===== config.mk =====
export PLATFORM = sky130hd
export DESIGN_NAME = pond_next_data
export DESIGN_NICKNAME = d
export VERILOG_FILES = /design/src/pond_pkg.sv /design/src/pond_trig_if.sv /design/src/pond_next_data.sv /design/src/pond_trigger.sv
export VERILOG_INCLUDE_DIRS = /design/src
export SDC_FILE = /design/constraint.sdc
export NUM_CORES = 1
export LEC_CHECK = 0
export BUFFER_PORTS_ARGS = -buffer_cell sky130_fd_sc_hd__buf_2
export CORE_MARGIN = 3
export CORE_UTILIZATION = 35
export CTS_BUF_LIST = sky130_fd_sc_hd__clkbuf_8
export DETAILED_ROUTE_END_ITERATION = 7
export PLACE_DENSITY = 0.66
export SLEW_MARGIN = 20
export SYNTH_ARGS = -nofsm -noshare
export SYNTH_HDL_FRONTEND = slang
export SYNTH_SLANG_ARGS = --single-unit

===== constraint.sdc =====
create_clock -name ref_clk -period 2.7 [get_ports ref_clk]
set_input_delay 0.54 -clock ref_clk [delete_from_list [all_inputs] [get_ports ref_clk]]
set_output_delay 0.54 -clock ref_clk [all_outputs]
set_load 0.01 [all_outputs]

===== src/pond_consts.svh =====
`ifndef POND_CONSTS_SVH
`define POND_CONSTS_SVH

// ----------------------------------------------------------------
// Bus geometry
// ----------------------------------------------------------------
`define POND_ADDR_W 16
`define POND_DATA_W 8

// ----------------------------------------------------------------
// Register byte addresses (low 16 bits)
// ----------------------------------------------------------------
`define POND_ADDR_TRIG_SEL 16'hFFA1
`define POND_ADDR_EN_B 16'hFFA2
`define POND_ADDR_EN_A 16'hFFA3
`define POND_ADDR_ND_B_PRI 16'hFFA4
`define POND_ADDR_ND_A_PRI 16'hFFA5
`define POND_ADDR_ND_B_ALT 16'hFFA6
`define POND_ADDR_ND_A_ALT 16'hFFA7
`define POND_ADDR_PORT_A 16'hFFD3
`define POND_ADDR_PORT_B 16'hFFD6

// ----------------------------------------------------------------
// Reset values
// ----------------------------------------------------------------
`define POND_RST_ZERO 8'h00
`define POND_RST_TRIG_SEL 8'hFF
`define POND_RD_UNMAPPED 8'h00

// ----------------------------------------------------------------
// Byte masks for the next-data windows
// ----------------------------------------------------------------
`define POND_MASK_ALL 8'hFF
`define POND_MASK_HI 8'hF0
`define POND_MASK_LO 8'h0F
`define POND_MASK_NONE 8'h00

// ----------------------------------------------------------------
// Trigger layout
// ----------------------------------------------------------------
`define POND_GROUPS 4
`define POND_SEL_W 2
`define POND_CHANNELS 4
`define POND_PIN_GROUPS_A 2
`define POND_NIBBLE 4

`endif


===== src/pond_pkg.sv =====
`default_nettype none

package pond_pkg;
  // Register byte as seen on the bus
  typedef logic [7:0] pond_byte_t;
  // Which of the two addresses of a next-data pair is touched
  typedef enum logic {
    POND_LOC_PRIMARY,
    POND_LOC_ALTERNATE
  } pond_loc_e;
endpackage

`default_nettype wire


===== src/pond_trig_if.sv =====
`timescale 1ns/1ps
`default_nettype none
`include "pond_consts.svh"

// ----------------------------------------------------------------
// Trigger selection carrier
// ----------------------------------------------------------------
interface pond_trig_if;
  logic [7:0] sel;
  logic [`POND_CHANNELS-1:0] match;
  logic [`POND_GROUPS-1:0] fire;
  logic share_a;
  logic share_b;
  modport ctl (output sel, output match, input fire, input share_a, input share_b);
  modport trg (input sel, input match, output fire, output share_a, output share_b);
endinterface // pond_trig_if

`default_nettype wire


===== src/pond_next_data.sv =====
// Overview of operation
// - Shared A trigger: full byte at primary
// - Shared A: alternate reads ones, ignores writes
// - Split A: group 1 primary, group 0 alternate
// - Split A: unused nibbles read ones, unwritable
// - Shared B trigger: full byte at primary
// - Shared B: alternate reads ones, ignores writes
// - Split B: group 3 primary, group 2 alternate
// - Split B: primary high, alternate low nibble writable, rest ones
// - Group 3 bits stored, drive no pin
// - Group 2 match copies into port B
// - Enable A gates each port A copy
// - Enable B low nibble gates port B copy
// - Enable B high nibble plain storage
// - Reset clears all registers but trigger select, set to all ones; hardware standby all but read data
// - Enabled port bits read-only to software
// - Two-bit field picks timer channel
// - Layout chosen by comparing group selects
`timescale 1ns/1ps
`default_nettype none
`include "pond_consts.svh"

module pond_next_data #(
  parameter int ADDR_W = `POND_ADDR_W
) (
  input wire logic ref_clk,
  input wire logic resetn,
  input wire logic hw_standby,
  input wire logic [`POND_CHANNELS-1:0] compare_match,
  input wire logic [ADDR_W-1:0] bus_addr,
  input wire logic [7:0] bus_wdata,
  input wire logic bus_wr,
  input wire logic bus_rd,
  output logic [7:0] bus_rdata_q,
  output logic [7:0] port_a_out_data_q,
  output logic [7:0] port_b_out_data_q
);

  // ----------------------------------------------------------------
  // Helper functions
  // ----------------------------------------------------------------

  // Bits of a next-data address that are live for a given layout;
  // used by both the write path and the read path of A and B
  function automatic pond_pkg::pond_byte_t pond_nd_mask(
    input logic share,
    input pond_pkg::pond_loc_e loc
  );
    pond_pkg::pond_byte_t m;
    m = `POND_MASK_NONE;
    if (share) begin
      if (loc == pond_pkg::POND_LOC_PRIMARY) begin
        m = `POND_MASK_ALL;
      end else begin
        m = `POND_MASK_NONE;
      end
    end else begin
      if (loc == pond_pkg::POND_LOC_PRIMARY) begin
        m = `POND_MASK_HI;
      end else begin
        m = `POND_MASK_LO;
      end
    end
    return m;
  endfunction

  // Merge written bits under a mask, keep the rest
  function automatic pond_pkg::pond_byte_t pond_merge(
    input pond_pkg::pond_byte_t old_v,
    input pond_pkg::pond_byte_t new_v,
    input pond_pkg::pond_byte_t mask
  );
    return (old_v & ~mask) | (new_v & mask);
  endfunction

  // Read view: dead bits float to one
  function automatic pond_pkg::pond_byte_t pond_view(
    input pond_pkg::pond_byte_t v,
    input pond_pkg::pond_byte_t mask
  );
    return (v & mask) | ~mask;
  endfunction

  // ----------------------------------------------------------------
  // State
  // ----------------------------------------------------------------
  pond_pkg::pond_byte_t trig_sel_q;
  pond_pkg::pond_byte_t next_enable_a_q;
  pond_pkg::pond_byte_t next_enable_b_q;
  pond_pkg::pond_byte_t next_data_a_q;
  pond_pkg::pond_byte_t next_data_b_q;
  pond_pkg::pond_byte_t next_data_a_d;
  pond_pkg::pond_byte_t next_data_b_d;
  pond_pkg::pond_byte_t port_a_d;
  pond_pkg::pond_byte_t port_b_d;
  pond_pkg::pond_byte_t rdata_d;

  // Reset and hardware standby act alike but for read data; software standby is
  // simply the absence of both, so contents survive it
  logic clear;
  assign clear = !resetn || hw_standby;

  // ----------------------------------------------------------------
  // Trigger steering
  // ----------------------------------------------------------------
  pond_trig_if tif ();

  assign tif.sel = trig_sel_q;
  assign tif.match = compare_match;

  pond_trigger u_trigger (
    .tif(tif.trg)
  );

  // Compare-match fire per group and layout flags
  logic [`POND_GROUPS-1:0] fire;
  logic share_a;
  logic share_b;
  assign fire = tif.fire;
  assign share_a = tif.share_a;
  assign share_b = tif.share_b;

  // ----------------------------------------------------------------
  // Write address decode
  // ----------------------------------------------------------------
  logic wr_trig;
  logic wr_en_a;
  logic wr_en_b;
  logic wr_nd_a_pri;
  logic wr_nd_a_alt;
  logic wr_nd_b_pri;
  logic wr_nd_b_alt;
  logic wr_port_a;
  logic wr_port_b;

  // One-hot strobes; any other address is a silent no-op
  always_comb begin
    wr_trig = 1'b0;
    wr_en_a = 1'b0;
    wr_en_b = 1'b0;
    wr_nd_a_pri = 1'b0;
    wr_nd_a_alt = 1'b0;
    wr_nd_b_pri = 1'b0;
    wr_nd_b_alt = 1'b0;
    wr_port_a = 1'b0;
    wr_port_b = 1'b0;
    if (!bus_wr) begin
      wr_trig = 1'b0;
    end else if (bus_addr == `POND_ADDR_TRIG_SEL) begin
      wr_trig = 1'b1;
    end else if (bus_addr == `POND_ADDR_EN_A) begin
      wr_en_a = 1'b1;
    end else if (bus_addr == `POND_ADDR_EN_B) begin
      wr_en_b = 1'b1;
    end else if (bus_addr == `POND_ADDR_ND_A_PRI) begin
      wr_nd_a_pri = 1'b1;
    end else if (bus_addr == `POND_ADDR_ND_A_ALT) begin
      wr_nd_a_alt = 1'b1;
    end else if (bus_addr == `POND_ADDR_ND_B_PRI) begin
      wr_nd_b_pri = 1'b1;
    end else if (bus_addr == `POND_ADDR_ND_B_ALT) begin
      wr_nd_b_alt = 1'b1;
    end else if (bus_addr == `POND_ADDR_PORT_A) begin
      wr_port_a = 1'b1;
    end else if (bus_addr == `POND_ADDR_PORT_B) begin
      wr_port_b = 1'b1;
    end
  end

  // ----------------------------------------------------------------
  // Trigger select register
  // ----------------------------------------------------------------

  // Defaults to channel 3 for every group
  always_ff @(posedge ref_clk) begin
    if (clear) begin
      trig_sel_q <= `POND_RST_TRIG_SEL;
    end else if (wr_trig) begin
      trig_sel_q <= bus_wdata;
    end
  end

  // ----------------------------------------------------------------
  // Enable registers
  // ----------------------------------------------------------------

  // All eight enable A bits gate pins 7..0
  always_ff @(posedge ref_clk) begin
    if (clear) begin
      next_enable_a_q <= `POND_RST_ZERO;
    end else if (wr_en_a) begin
      next_enable_a_q <= bus_wdata;
    end
  end

  // High nibble is kept as written though nothing uses it
  always_ff @(posedge ref_clk) begin
    if (clear) begin
      next_enable_b_q <= `POND_RST_ZERO;
    end else if (wr_en_b) begin
      next_enable_b_q <= bus_wdata;
    end
  end

  // ----------------------------------------------------------------
  // Next-data registers
  // ----------------------------------------------------------------

  // The layout flag follows the select register live, so a write
  // lands by the layout in force in that very cycle
  always_comb begin
    next_data_a_d = next_data_a_q;
    if (wr_nd_a_pri) begin
      next_data_a_d = pond_merge(next_data_a_q, bus_wdata,
                                 pond_nd_mask(share_a, pond_pkg::POND_LOC_PRIMARY));
    end else if (wr_nd_a_alt) begin
      next_data_a_d = pond_merge(next_data_a_q, bus_wdata,
                                 pond_nd_mask(share_a, pond_pkg::POND_LOC_ALTERNATE));
    end
  end

  // Same shape for B; the high nibble is group 3 storage only
  always_comb begin
    next_data_b_d = next_data_b_q;
    if (wr_nd_b_pri) begin
      next_data_b_d = pond_merge(next_data_b_q, bus_wdata,
                                 pond_nd_mask(share_b, pond_pkg::POND_LOC_PRIMARY));
    end else if (wr_nd_b_alt) begin
      next_data_b_d = pond_merge(next_data_b_q, bus_wdata,
                                 pond_nd_mask(share_b, pond_pkg::POND_LOC_ALTERNATE));
    end
  end

  // Next data A storage
  always_ff @(posedge ref_clk) begin
    if (clear) begin
      next_data_a_q <= `POND_RST_ZERO;
    end else begin
      next_data_a_q <= next_data_a_d;
    end
  end

  // Next data B storage
  always_ff @(posedge ref_clk) begin
    if (clear) begin
      next_data_b_q <= `POND_RST_ZERO;
    end else begin
      next_data_b_q <= next_data_b_d;
    end
  end

  // ----------------------------------------------------------------
  // Transfer masks
  // ----------------------------------------------------------------
  logic [7:0] xfer_a;
  logic [7:0] xfer_b;

  genvar i;
  generate
    // Port A bits follow group 0 (low) or group 1 (high)
    for (i = 0; i < 8; i++) begin : g_xfer_a
      assign xfer_a[i] = fire[i / `POND_NIBBLE] & next_enable_a_q[i];
    end
    // Port B low nibble follows group 2; high nibble never moves,
    // since group 3 has no pins
    for (i = 0; i < 8; i++) begin : g_xfer_b
      if (i < `POND_NIBBLE) begin : g_pin
        assign xfer_b[i] = fire[`POND_PIN_GROUPS_A] & next_enable_b_q[i];
      end else begin : g_nopin
        assign xfer_b[i] = 1'b0;
      end
    end
  endgenerate

  // ----------------------------------------------------------------
  // Port data registers
  // ----------------------------------------------------------------

  // Software reaches only bits not claimed by pulse output; the
  // transfer uses the next-data value held before this cycle
  always_comb begin
    port_a_d = port_a_out_data_q;
    if (wr_port_a) begin
      port_a_d = pond_merge(port_a_out_data_q, bus_wdata, ~next_enable_a_q);
    end
    port_a_d = pond_merge(port_a_d, next_data_a_q, xfer_a);
  end

  // Port B: low nibble pulse data, high nibble plain port bits
  always_comb begin
    port_b_d = port_b_out_data_q;
    if (wr_port_b) begin
      port_b_d = pond_merge(port_b_out_data_q, bus_wdata,
                            ~{4'h0, next_enable_b_q[3:0]});
    end
    port_b_d = pond_merge(port_b_d, next_data_b_q, xfer_b);
  end

  // Port A output flops
  always_ff @(posedge ref_clk) begin
    if (clear) begin
      port_a_out_data_q <= `POND_RST_ZERO;
    end else begin
      port_a_out_data_q <= port_a_d;
    end
  end

  // Port B output flops
  always_ff @(posedge ref_clk) begin
    if (clear) begin
      port_b_out_data_q <= `POND_RST_ZERO;
    end else begin
      port_b_out_data_q <= port_b_d;
    end
  end

  // ----------------------------------------------------------------
  // Read path
  // ----------------------------------------------------------------

  // Dead bits of a next-data address read as one
  always_comb begin
    rdata_d = `POND_RD_UNMAPPED;
    if (!bus_rd) begin
      rdata_d = `POND_RD_UNMAPPED;
    end else if (bus_addr == `POND_ADDR_TRIG_SEL) begin
      rdata_d = trig_sel_q;
    end else if (bus_addr == `POND_ADDR_EN_A) begin
      rdata_d = next_enable_a_q;
    end else if (bus_addr == `POND_ADDR_EN_B) begin
      rdata_d = next_enable_b_q;
    end else if (bus_addr == `POND_ADDR_ND_A_PRI) begin
      rdata_d = pond_view(next_data_a_q,
                          pond_nd_mask(share_a, pond_pkg::POND_LOC_PRIMARY));
    end else if (bus_addr == `POND_ADDR_ND_A_ALT) begin
      rdata_d = pond_view(next_data_a_q,
                          pond_nd_mask(share_a, pond_pkg::POND_LOC_ALTERNATE));
    end else if (bus_addr == `POND_ADDR_ND_B_PRI) begin
      rdata_d = pond_view(next_data_b_q,
                          pond_nd_mask(share_b, pond_pkg::POND_LOC_PRIMARY));
    end else if (bus_addr == `POND_ADDR_ND_B_ALT) begin
      rdata_d = pond_view(next_data_b_q,
                          pond_nd_mask(share_b, pond_pkg::POND_LOC_ALTERNATE));
    end else if (bus_addr == `POND_ADDR_PORT_A) begin
      rdata_d = port_a_out_data_q;
    end else if (bus_addr == `POND_ADDR_PORT_B) begin
      rdata_d = port_b_out_data_q;
    end
  end

  // Read data valid only in the cycle after the strobe
  always_ff @(posedge ref_clk) begin
    if (!resetn) begin
      bus_rdata_q <= `POND_RD_UNMAPPED;
    end else begin
      bus_rdata_q <= rdata_d;
    end
  end

endmodule // pond_next_data

`default_nettype wire


===== src/pond_trigger.sv =====
`timescale 1ns/1ps
`default_nettype none
`include "pond_consts.svh"

module pond_trigger (
  pond_trig_if.trg tif
);
  // ----------------------------------------------------------------
  // Per-group compare-match steering
  // ----------------------------------------------------------------
  genvar g;
  generate
    for (g = 0; g < `POND_GROUPS; g++) begin : g_grp
      // Two-bit code picks timer channel 0..3
      assign tif.fire[g] = tif.match[tif.sel[`POND_SEL_W*g +: `POND_SEL_W]];
    end
  endgenerate

  // Pairs sharing one trigger collapse onto one address
  assign tif.share_a = (tif.sel[1:0] == tif.sel[3:2]);
  assign tif.share_b = (tif.sel[5:4] == tif.sel[7:6]);
endmodule // pond_trigger

`default_nettype wire


==> reports/qor.json, run 1 <==
{
  "outcome": {
    "run_status": "finished clean"
  },
  "synthesis": {
    "ys_ff_latch": 64,
    "post_synth_num_cell_types": 54,
    "synth.cell_area_um2": 3496,
    "synth-main-ff-cell": "sky130_fd_sc_hd__dfxtp_1",
    "synth_cells": 400,
    "fraction_of_synthesis_flops_using_an_asynchronous_set_or_reset_pin_pct": 0,
    "synth.net_count": 435,
    "yosysWarnings": 0,
    "synth_edf_count": 0,
    "ys_seq_area_share_pct": 36.65,
    "synth.avg_cell_area_um2": 8.740
  },
  "sta": {
    "hold_slack_ns": 0.4594,
    "final_cycle_share_pct": 82.62,
    "maxClockFrequency_mhz": 448.3,
    "sum_neg_setup_slack_ns": 0,
    "finalClockSkew_ns": 0.01049,
    "unrepaired_setup_endpoints_after_global_routing": "no",
    "finalCriticalPeriod_ns": 2.231,
    "worst_slew_pin_slew_ns": 0.8155,
    "timing.slew.headroom_pct": 44.23,
    "report.final.slew_viol_count": 0,
    "final-hold-violation-count": 0,
    "finalSetupViolations": 0
  },
  "clock_tree": {
    "ctsLongestPathBuffers": 2,
    "cts_inserted_buffers": 9,
    "post_cts_hold_buffer_count": 0,
    "insertion_delay_ns": 0.35,
    "htree_num_levels": 3,
    "cts_tree": "done",
    "post_cts_resize_count": 0,
    "post-cts-setup-buffers": 0,
    "root_buffer": "sky130_fd_sc_hd__clkbuf_8",
    "clkSlewWorstSetupHoldPaths_ns": 0.07,
    "numClockSinks": 64
  },
  "drt": {
    "drc": 0,
    "viasPerCell": 5.928,
    "wl_per_cell_um": 19.56,
    "dr_total_vias": 3545,
    "drt.antenna.violating_nets": 0,
    "postRouteWirelength_um": 11700,
    "dr.first_iter.drc_count": 337,
    "dr.pass1.iters": 5
  },
  "critical_path": {
    "master_of_the_slowest_instance_on_the_critical_path": "sky130_fd_sc_hd__nor3_1",
    "crit_required_ns": 2.95,
    "cp.arrival_ns": 2.48,
    "setup.worst_path.class": "in2reg",
    "worst_setup_path_end_kind": "flop",
    "worstPathCellList": "buf_2, or3b_1, buf_4, nor3_1, a221oi_1, o311a_1, nor4_1",
    "startpoint_type_of_the_worst_setup_path": "input pin",
    "critPathMaxFanout": 8,
    "slowest_delay_ns": 0.46
  },
  "cells_and_area": {
    "layout-drive-gt1-share_pct": 23.88,
    "layout.cell_area.non_filler_um2": 4183,
    "post_layout_nonfiller_instances": 598,
    "syn2layout_area_growth_pct": 19.65,
    "design.final.nets": 500,
    "antenna-diode-count": 0
  },
  "placed_design": {
    "port_buffers": 56,
    "half_perimeter_wire_length_after_detailed_placement_um": 8754,
    "place_congestion": 0.9905,
    "placement.cell_area_um2": 3981,
    "dp_cells": 583
  },
  "floorplanning": {
    "pin_count": 57,
    "chipHeight_um": 105.9,
    "die_area_um2": 11220,
    "initial_core_util_pct": 36.96,
    "floorplan.die.width_um": 105.9,
    "rows": 35,
    "core_area_um2": 9459
  },
  "power_and_ir_drop": {
    "power.density_cell_area_nw_per_um2": 475.7,
    "fin_total_pwr_mw": 1.990,
    "leakage_nw": 1.682,
    "max-vdd-ir-drop_mv": 0.2408
  },
  "grt": {
    "grtUsageTotal_pct": 20.49,
    "antenna_violations_before_repair": 0,
    "grt-ovfl-total": 0,
    "grt_first_pass_wirelength_um": 17960,
    "first_global_vias": 3228,
    "grt_start_max_net_pins": 18
  },
  "worst_hold_path": {
    "hold_path.class": "reg2reg"
  },
  "run": {
    "drv_cap": 0
  }
}
==> cells by family (layout without fill, tap and decap cells) <==
logic type                 count (synthesis)  after routing  synth area share, %
and+or+nand+nor                          156            156                25.59
AOI/OAI and AO/OA                        112            112                21.98
muxes                                     31             31                10.09
xor gates and xnor gates                   6              6                1.503
adders and majority gates                  2              2               0.7157
buffers and inverters                     29             98                3.472
DFF                                       64             64                36.65
==> cells in the mapped netlist, drive strengths merged, types with 2 or more instances <==
master / instances / area [um2]
and3: 2 / 12.51
a32oi: 4 / 35.03
mux2: 4 / 45.04
ha: 2 / 25.02
nor3b: 2 / 15.01
nor2: 21 / 83.83
a221o: 5 / 50.05
a22o: 8 / 70.07
xor2: 5 / 43.79
a21oi: 42 / 210.2
mux4: 3 / 67.56
or3b: 2 / 17.52
o2111ai: 4 / 35.03
a221oi: 3 / 26.28
o311a: 8 / 80.08
nand4: 13 / 93.84
nand3: 23 / 115.1
buf: 6 / 35.03
nand2b: 6 / 45.04
a31oi: 6 / 37.54
clkbuf: 13 / 48.80
nor4: 4 / 40.04
inv: 10 / 37.54
a31o: 3 / 26.28
mux2i: 24 / 240.2
nor4b: 3 / 71.32
a2111oi: 3 / 26.28
nor3: 13 / 81.33
o221ai: 4 / 35.03
nand2: 50 / 192.7
dfxtp: 64 / 1281
a211oi: 4 / 30.03
and2: 4 / 25.02
a21boi: 4 / 30.03
nor2b: 4 / 25.02
and4: 4 / 35.03
o21ai: 12 / 60.06
==> per-stage QoR <==
stage,utilization [%],worst slack [ns]
2_1_floorplan,-,0.3772
3_3_place_gp,42.09,0.1232
3_5_place_dp,42.09,0.1471
4_1_cts,44.22,0.4994
5_1_grt,44.22,0.3541
6_report,44.22,0.4691
==> final cells by class <==
cell class                      count  area [um2]
Clock buffer                        9       123.9
Clock inverter                      6       77.57
Fill cell                         950        5276
Inverter                           10       37.54
Multi-Input combinational cell    307        2093
Sequential cell                    64        1281
Tap cell                          129       161.4
Timing Repair Buffer               73       407.9
==> per-layer routing <==
layer / vias up / GRT usage [%] / wire length, um
met4: 0 / 9.528 / 418
met3: 25 / 5.222 / 1019
li1: 1649 / - / -
met1: 1685 / 27.53 / 4964
met5: - / 0 / 0
met2: 186 / 30.78 / 5295
==> worst max-delay path: cells and delay by family <==
family                 cells  cell delay (ns)
buffers and inverters      2             0.31
AND/OR/NAND/NOR            3             1.08
AO/OA/AOI/OAI              2             0.54
==> power breakdown <==
group | total (mW) | switching (mW) | leakage (nW) | internal, mW
registers | 0.943 | 0.00000331 | 0.516 | 0.943
logic | 0.163 | 0.107 | 1.06 | 0.0553
clock network | 0.884 | 0.379 | 0.111 | 0.505
==> cells in the final DEF, fill, tap and decap left out, drive strengths merged, types with 5 or more instances in the layout <==
cell / instances
a22o: 8
nand4: 13
nand2: 50
o311a: 8
a221o: 5
a21oi: 42
nand3: 23
o21ai: 12
nor3: 13
mux2i: 24
clkbuf: 9
xor2: 5
buf: 73
nor2: 21
dfxtp: 64
inv: 12
a31oi: 6
nand2b: 6
==> final timing paths <==
check / start / to / slack (ns) / cells after the start
worst max-delay path: bus_addr[4] / bus_rdata_q[1] / 0.47 / 7
worst min-delay path: next_enable_b_q[7] / next_enable_b_q[7] / 0.46 / 2
worst max register to register: tif.sel[5] / bus_rdata_q[2] / 0.52 / 5
worst min register to register: next_enable_b_q[7] / next_enable_b_q[7] / 0.46 / 2
Power figures use the tool's default switching activity.
==> run 2, diff against run 1 <==
- PLACE_DENSITY: 0.66 -> 0.68
- clock period: 2.7 -> 1.79 ns (I/O delays scaled with it)
==> reports/qor.json, run 2 (same netlist as run 1, synthesis figures left out) <==
{
  "sta": {
    "final_cycle_share_pct": 98.80,
    "sum_neg_setup_slack_ns": 0,
    "finalCriticalPeriod_ns": 1.768,
    "timing.slew.headroom_pct": 65.83,
    "final-hold-violation-count": 0,
    "finalSetupViolations": 0,
    "unrepaired_setup_endpoints_after_global_routing": "yes",
    "hold_slack_ns": 0.3439,
    "report.final.slew_viol_count": 0,
    "timing.final.ws_setup_ns": 0.02152,
    "worst_slew_pin_slew_ns": 0.5115,
    "finalClockSkew_ns": 0.01242,
    "maxClockFrequency_mhz": 565.5
  },
  "clock_tree": {
    "numClockSinks": 64,
    "ctsLongestPathBuffers": 2,
    "clkSlewWorstSetupHoldPaths_ns": 0.07,
    "post_cts_hold_buffer_count": 0,
    "cts_inserted_buffers": 9,
    "cts_tree": "done",
    "htree_num_levels": 3,
    "insertion_delay_ns": 0.35,
    "root_buffer": "sky130_fd_sc_hd__clkbuf_8"
  },
  "critical_path": {
    "crit_required_ns": 2.02,
    "startpoint_type_of_the_worst_setup_path": "input pin",
    "critPathMaxFanout": 8,
    "cp.arrival_ns": 2.00,
    "slowest_delay_ns": 0.39,
    "critical-path-top-cell-by-count": "sky130_fd_sc_hd__buf_4",
    "master_of_the_slowest_instance_on_the_critical_path": "sky130_fd_sc_hd__a221o_1",
    "setup.worst_path.class": "in2reg",
    "worst_setup_path_end_kind": "flop",
    "worstPathCellList": "buf_2, buf_4, and2_1, nor4b_4, buf_4, buf_4, a221o_1, a32oi_2, nor3_1"
  },
  "floorplanning": {
    "chipHeight_um": 105.9,
    "initial_core_util_pct": 36.96,
    "pin_count": 57,
    "floorplan.die.width_um": 105.9,
    "core_area_um2": 9459,
    "rows": 35,
    "die_area_um2": 11220
  },
  "outcome": {
    "run_status": "finished clean"
  },
  "drt": {
    "viasPerCell": 5.784,
    "dr.first_iter.drc_count": 194,
    "dr.pass1.iters": 5,
    "drt.antenna.violating_nets": 0,
    "postRouteWirelength_um": 11560,
    "drc": 0,
    "dr_total_vias": 3702,
    "wl_per_cell_um": 18.06
  },
  "placed_design": {
    "place_congestion": 0.9375,
    "port_buffers": 56,
    "dp_slack_ns": -0.3594,
    "half_perimeter_wire_length_after_detailed_placement_um": 8816
  },
  "run": {
    "drv_cap": 0
  },
  "cells_and_area": {
    "syn2layout_area_growth_pct": 30.46,
    "layout-drive-gt1-share_pct": 33.07,
    "design.final.nets": 542,
    "antenna-diode-count": 0,
    "final_cell_mix": "sky130_fd_sc_hd__dfxtp_1 (62), sky130_fd_sc_hd__buf_4 (57), sky130_fd_sc_hd__buf_2 (56), sky130_fd_sc_hd__nand2_1 (48), sky130_fd_sc_hd__a21oi_1 (42)",
    "mostFrequentLayoutCell": "sky130_fd_sc_hd__dfxtp_1"
  },
  "power_and_ir_drop": {
    "max-vdd-ir-drop_mv": 0.3683,
    "leakage_nw": 1.875,
    "power.density_cell_area_nw_per_um2": 607.3
  },
  "grt": {
    "antenna_violations_before_repair": 0,
    "grt-ovfl-total": 0,
    "grt_first_pass_wirelength_um": 18450,
    "grt_start_max_net_pins": 42,
    "first_global_vias": 3604,
    "grtUsageTotal_pct": 20.85
  },
  "worst_hold_path": {
    "hold_path.class": "in2reg"
  }
}
[run 2: metal layers]
| metal | vias to the layer above | part of all wire, % | GRT usage (%) |
|---|---|---|---|
| li1 | 1732 | - | - |
| met1 | 1761 | 42 | 26.90 |
| met2 | 177 | 47 | 34.56 |
| met3 | 32 | 7.1 | 3.400 |
| met4 | 0 | 3.5 | 8.788 |
| met5 | - | 0 | 0 |
[run 2: timing repair]
| action | in CTS | in global routing |
|---|---|---|
| setup buffers | 0 | 1 |
| gates resized for setup | 8 | 9 |
| gates cloned | 0 | 0 |
| setup endpoints to repair | 7 | 14 |
| pin swaps | 0 | 4 |
[run 2: cell type report]
type                    instances  area (um2)
multi-input cells             307        2168
inverters                      10       37.54
flip-flops and latches         64        1284
clock buffers                   9       123.9
well taps                     129       161.4
repair buffers                115       748.2
fillers                       940        4898
clock inverters                 6       37.54
[run 2: metrics by stage]
step	utilization, %	std cells	cell area [um2]	power, mW
after global routing	48.21	640	4561	2.860
after CTS	47.96	640	4537	2.782
final	48.21	640	4561	2.770
after floorplan	-	400	3525	1.576
after detailed placement	45.93	625	4344	1.728
after global placement	45.93	625	4344	1.724
[run 2: report_power, final]
| part | switching [mW] | internal (mW) |
|---|---|---|
| Sequential | 0.00000524 | 1.42 |
| Combinational | 0.163 | 0.118 |
| Clock | 0.577 | 0.489 |
[run 2: worst paths after layout]
kind	startpoint	endpoint	slack (ns)	cells after the start
worst max-delay path	bus_addr[0]	bus_rdata_q[6]	0.02	9
worst min-delay path	bus_wdata[7]	next_enable_a_q[7]	0.34	3
worst max register to register	tif.sel[7]	bus_rdata_q[2]	0.05	6
worst min register to register	next_enable_a_q[1]	next_enable_a_q[1]	0.46	2
[run 2: critical path, delay by kind of cell]
family / cells / cell delay [ns]
AO/OA/AOI/OAI: 2 / 0.64
buffers and inverters: 4 / 0.61
AND/OR/NAND/NOR: 3 / 0.38
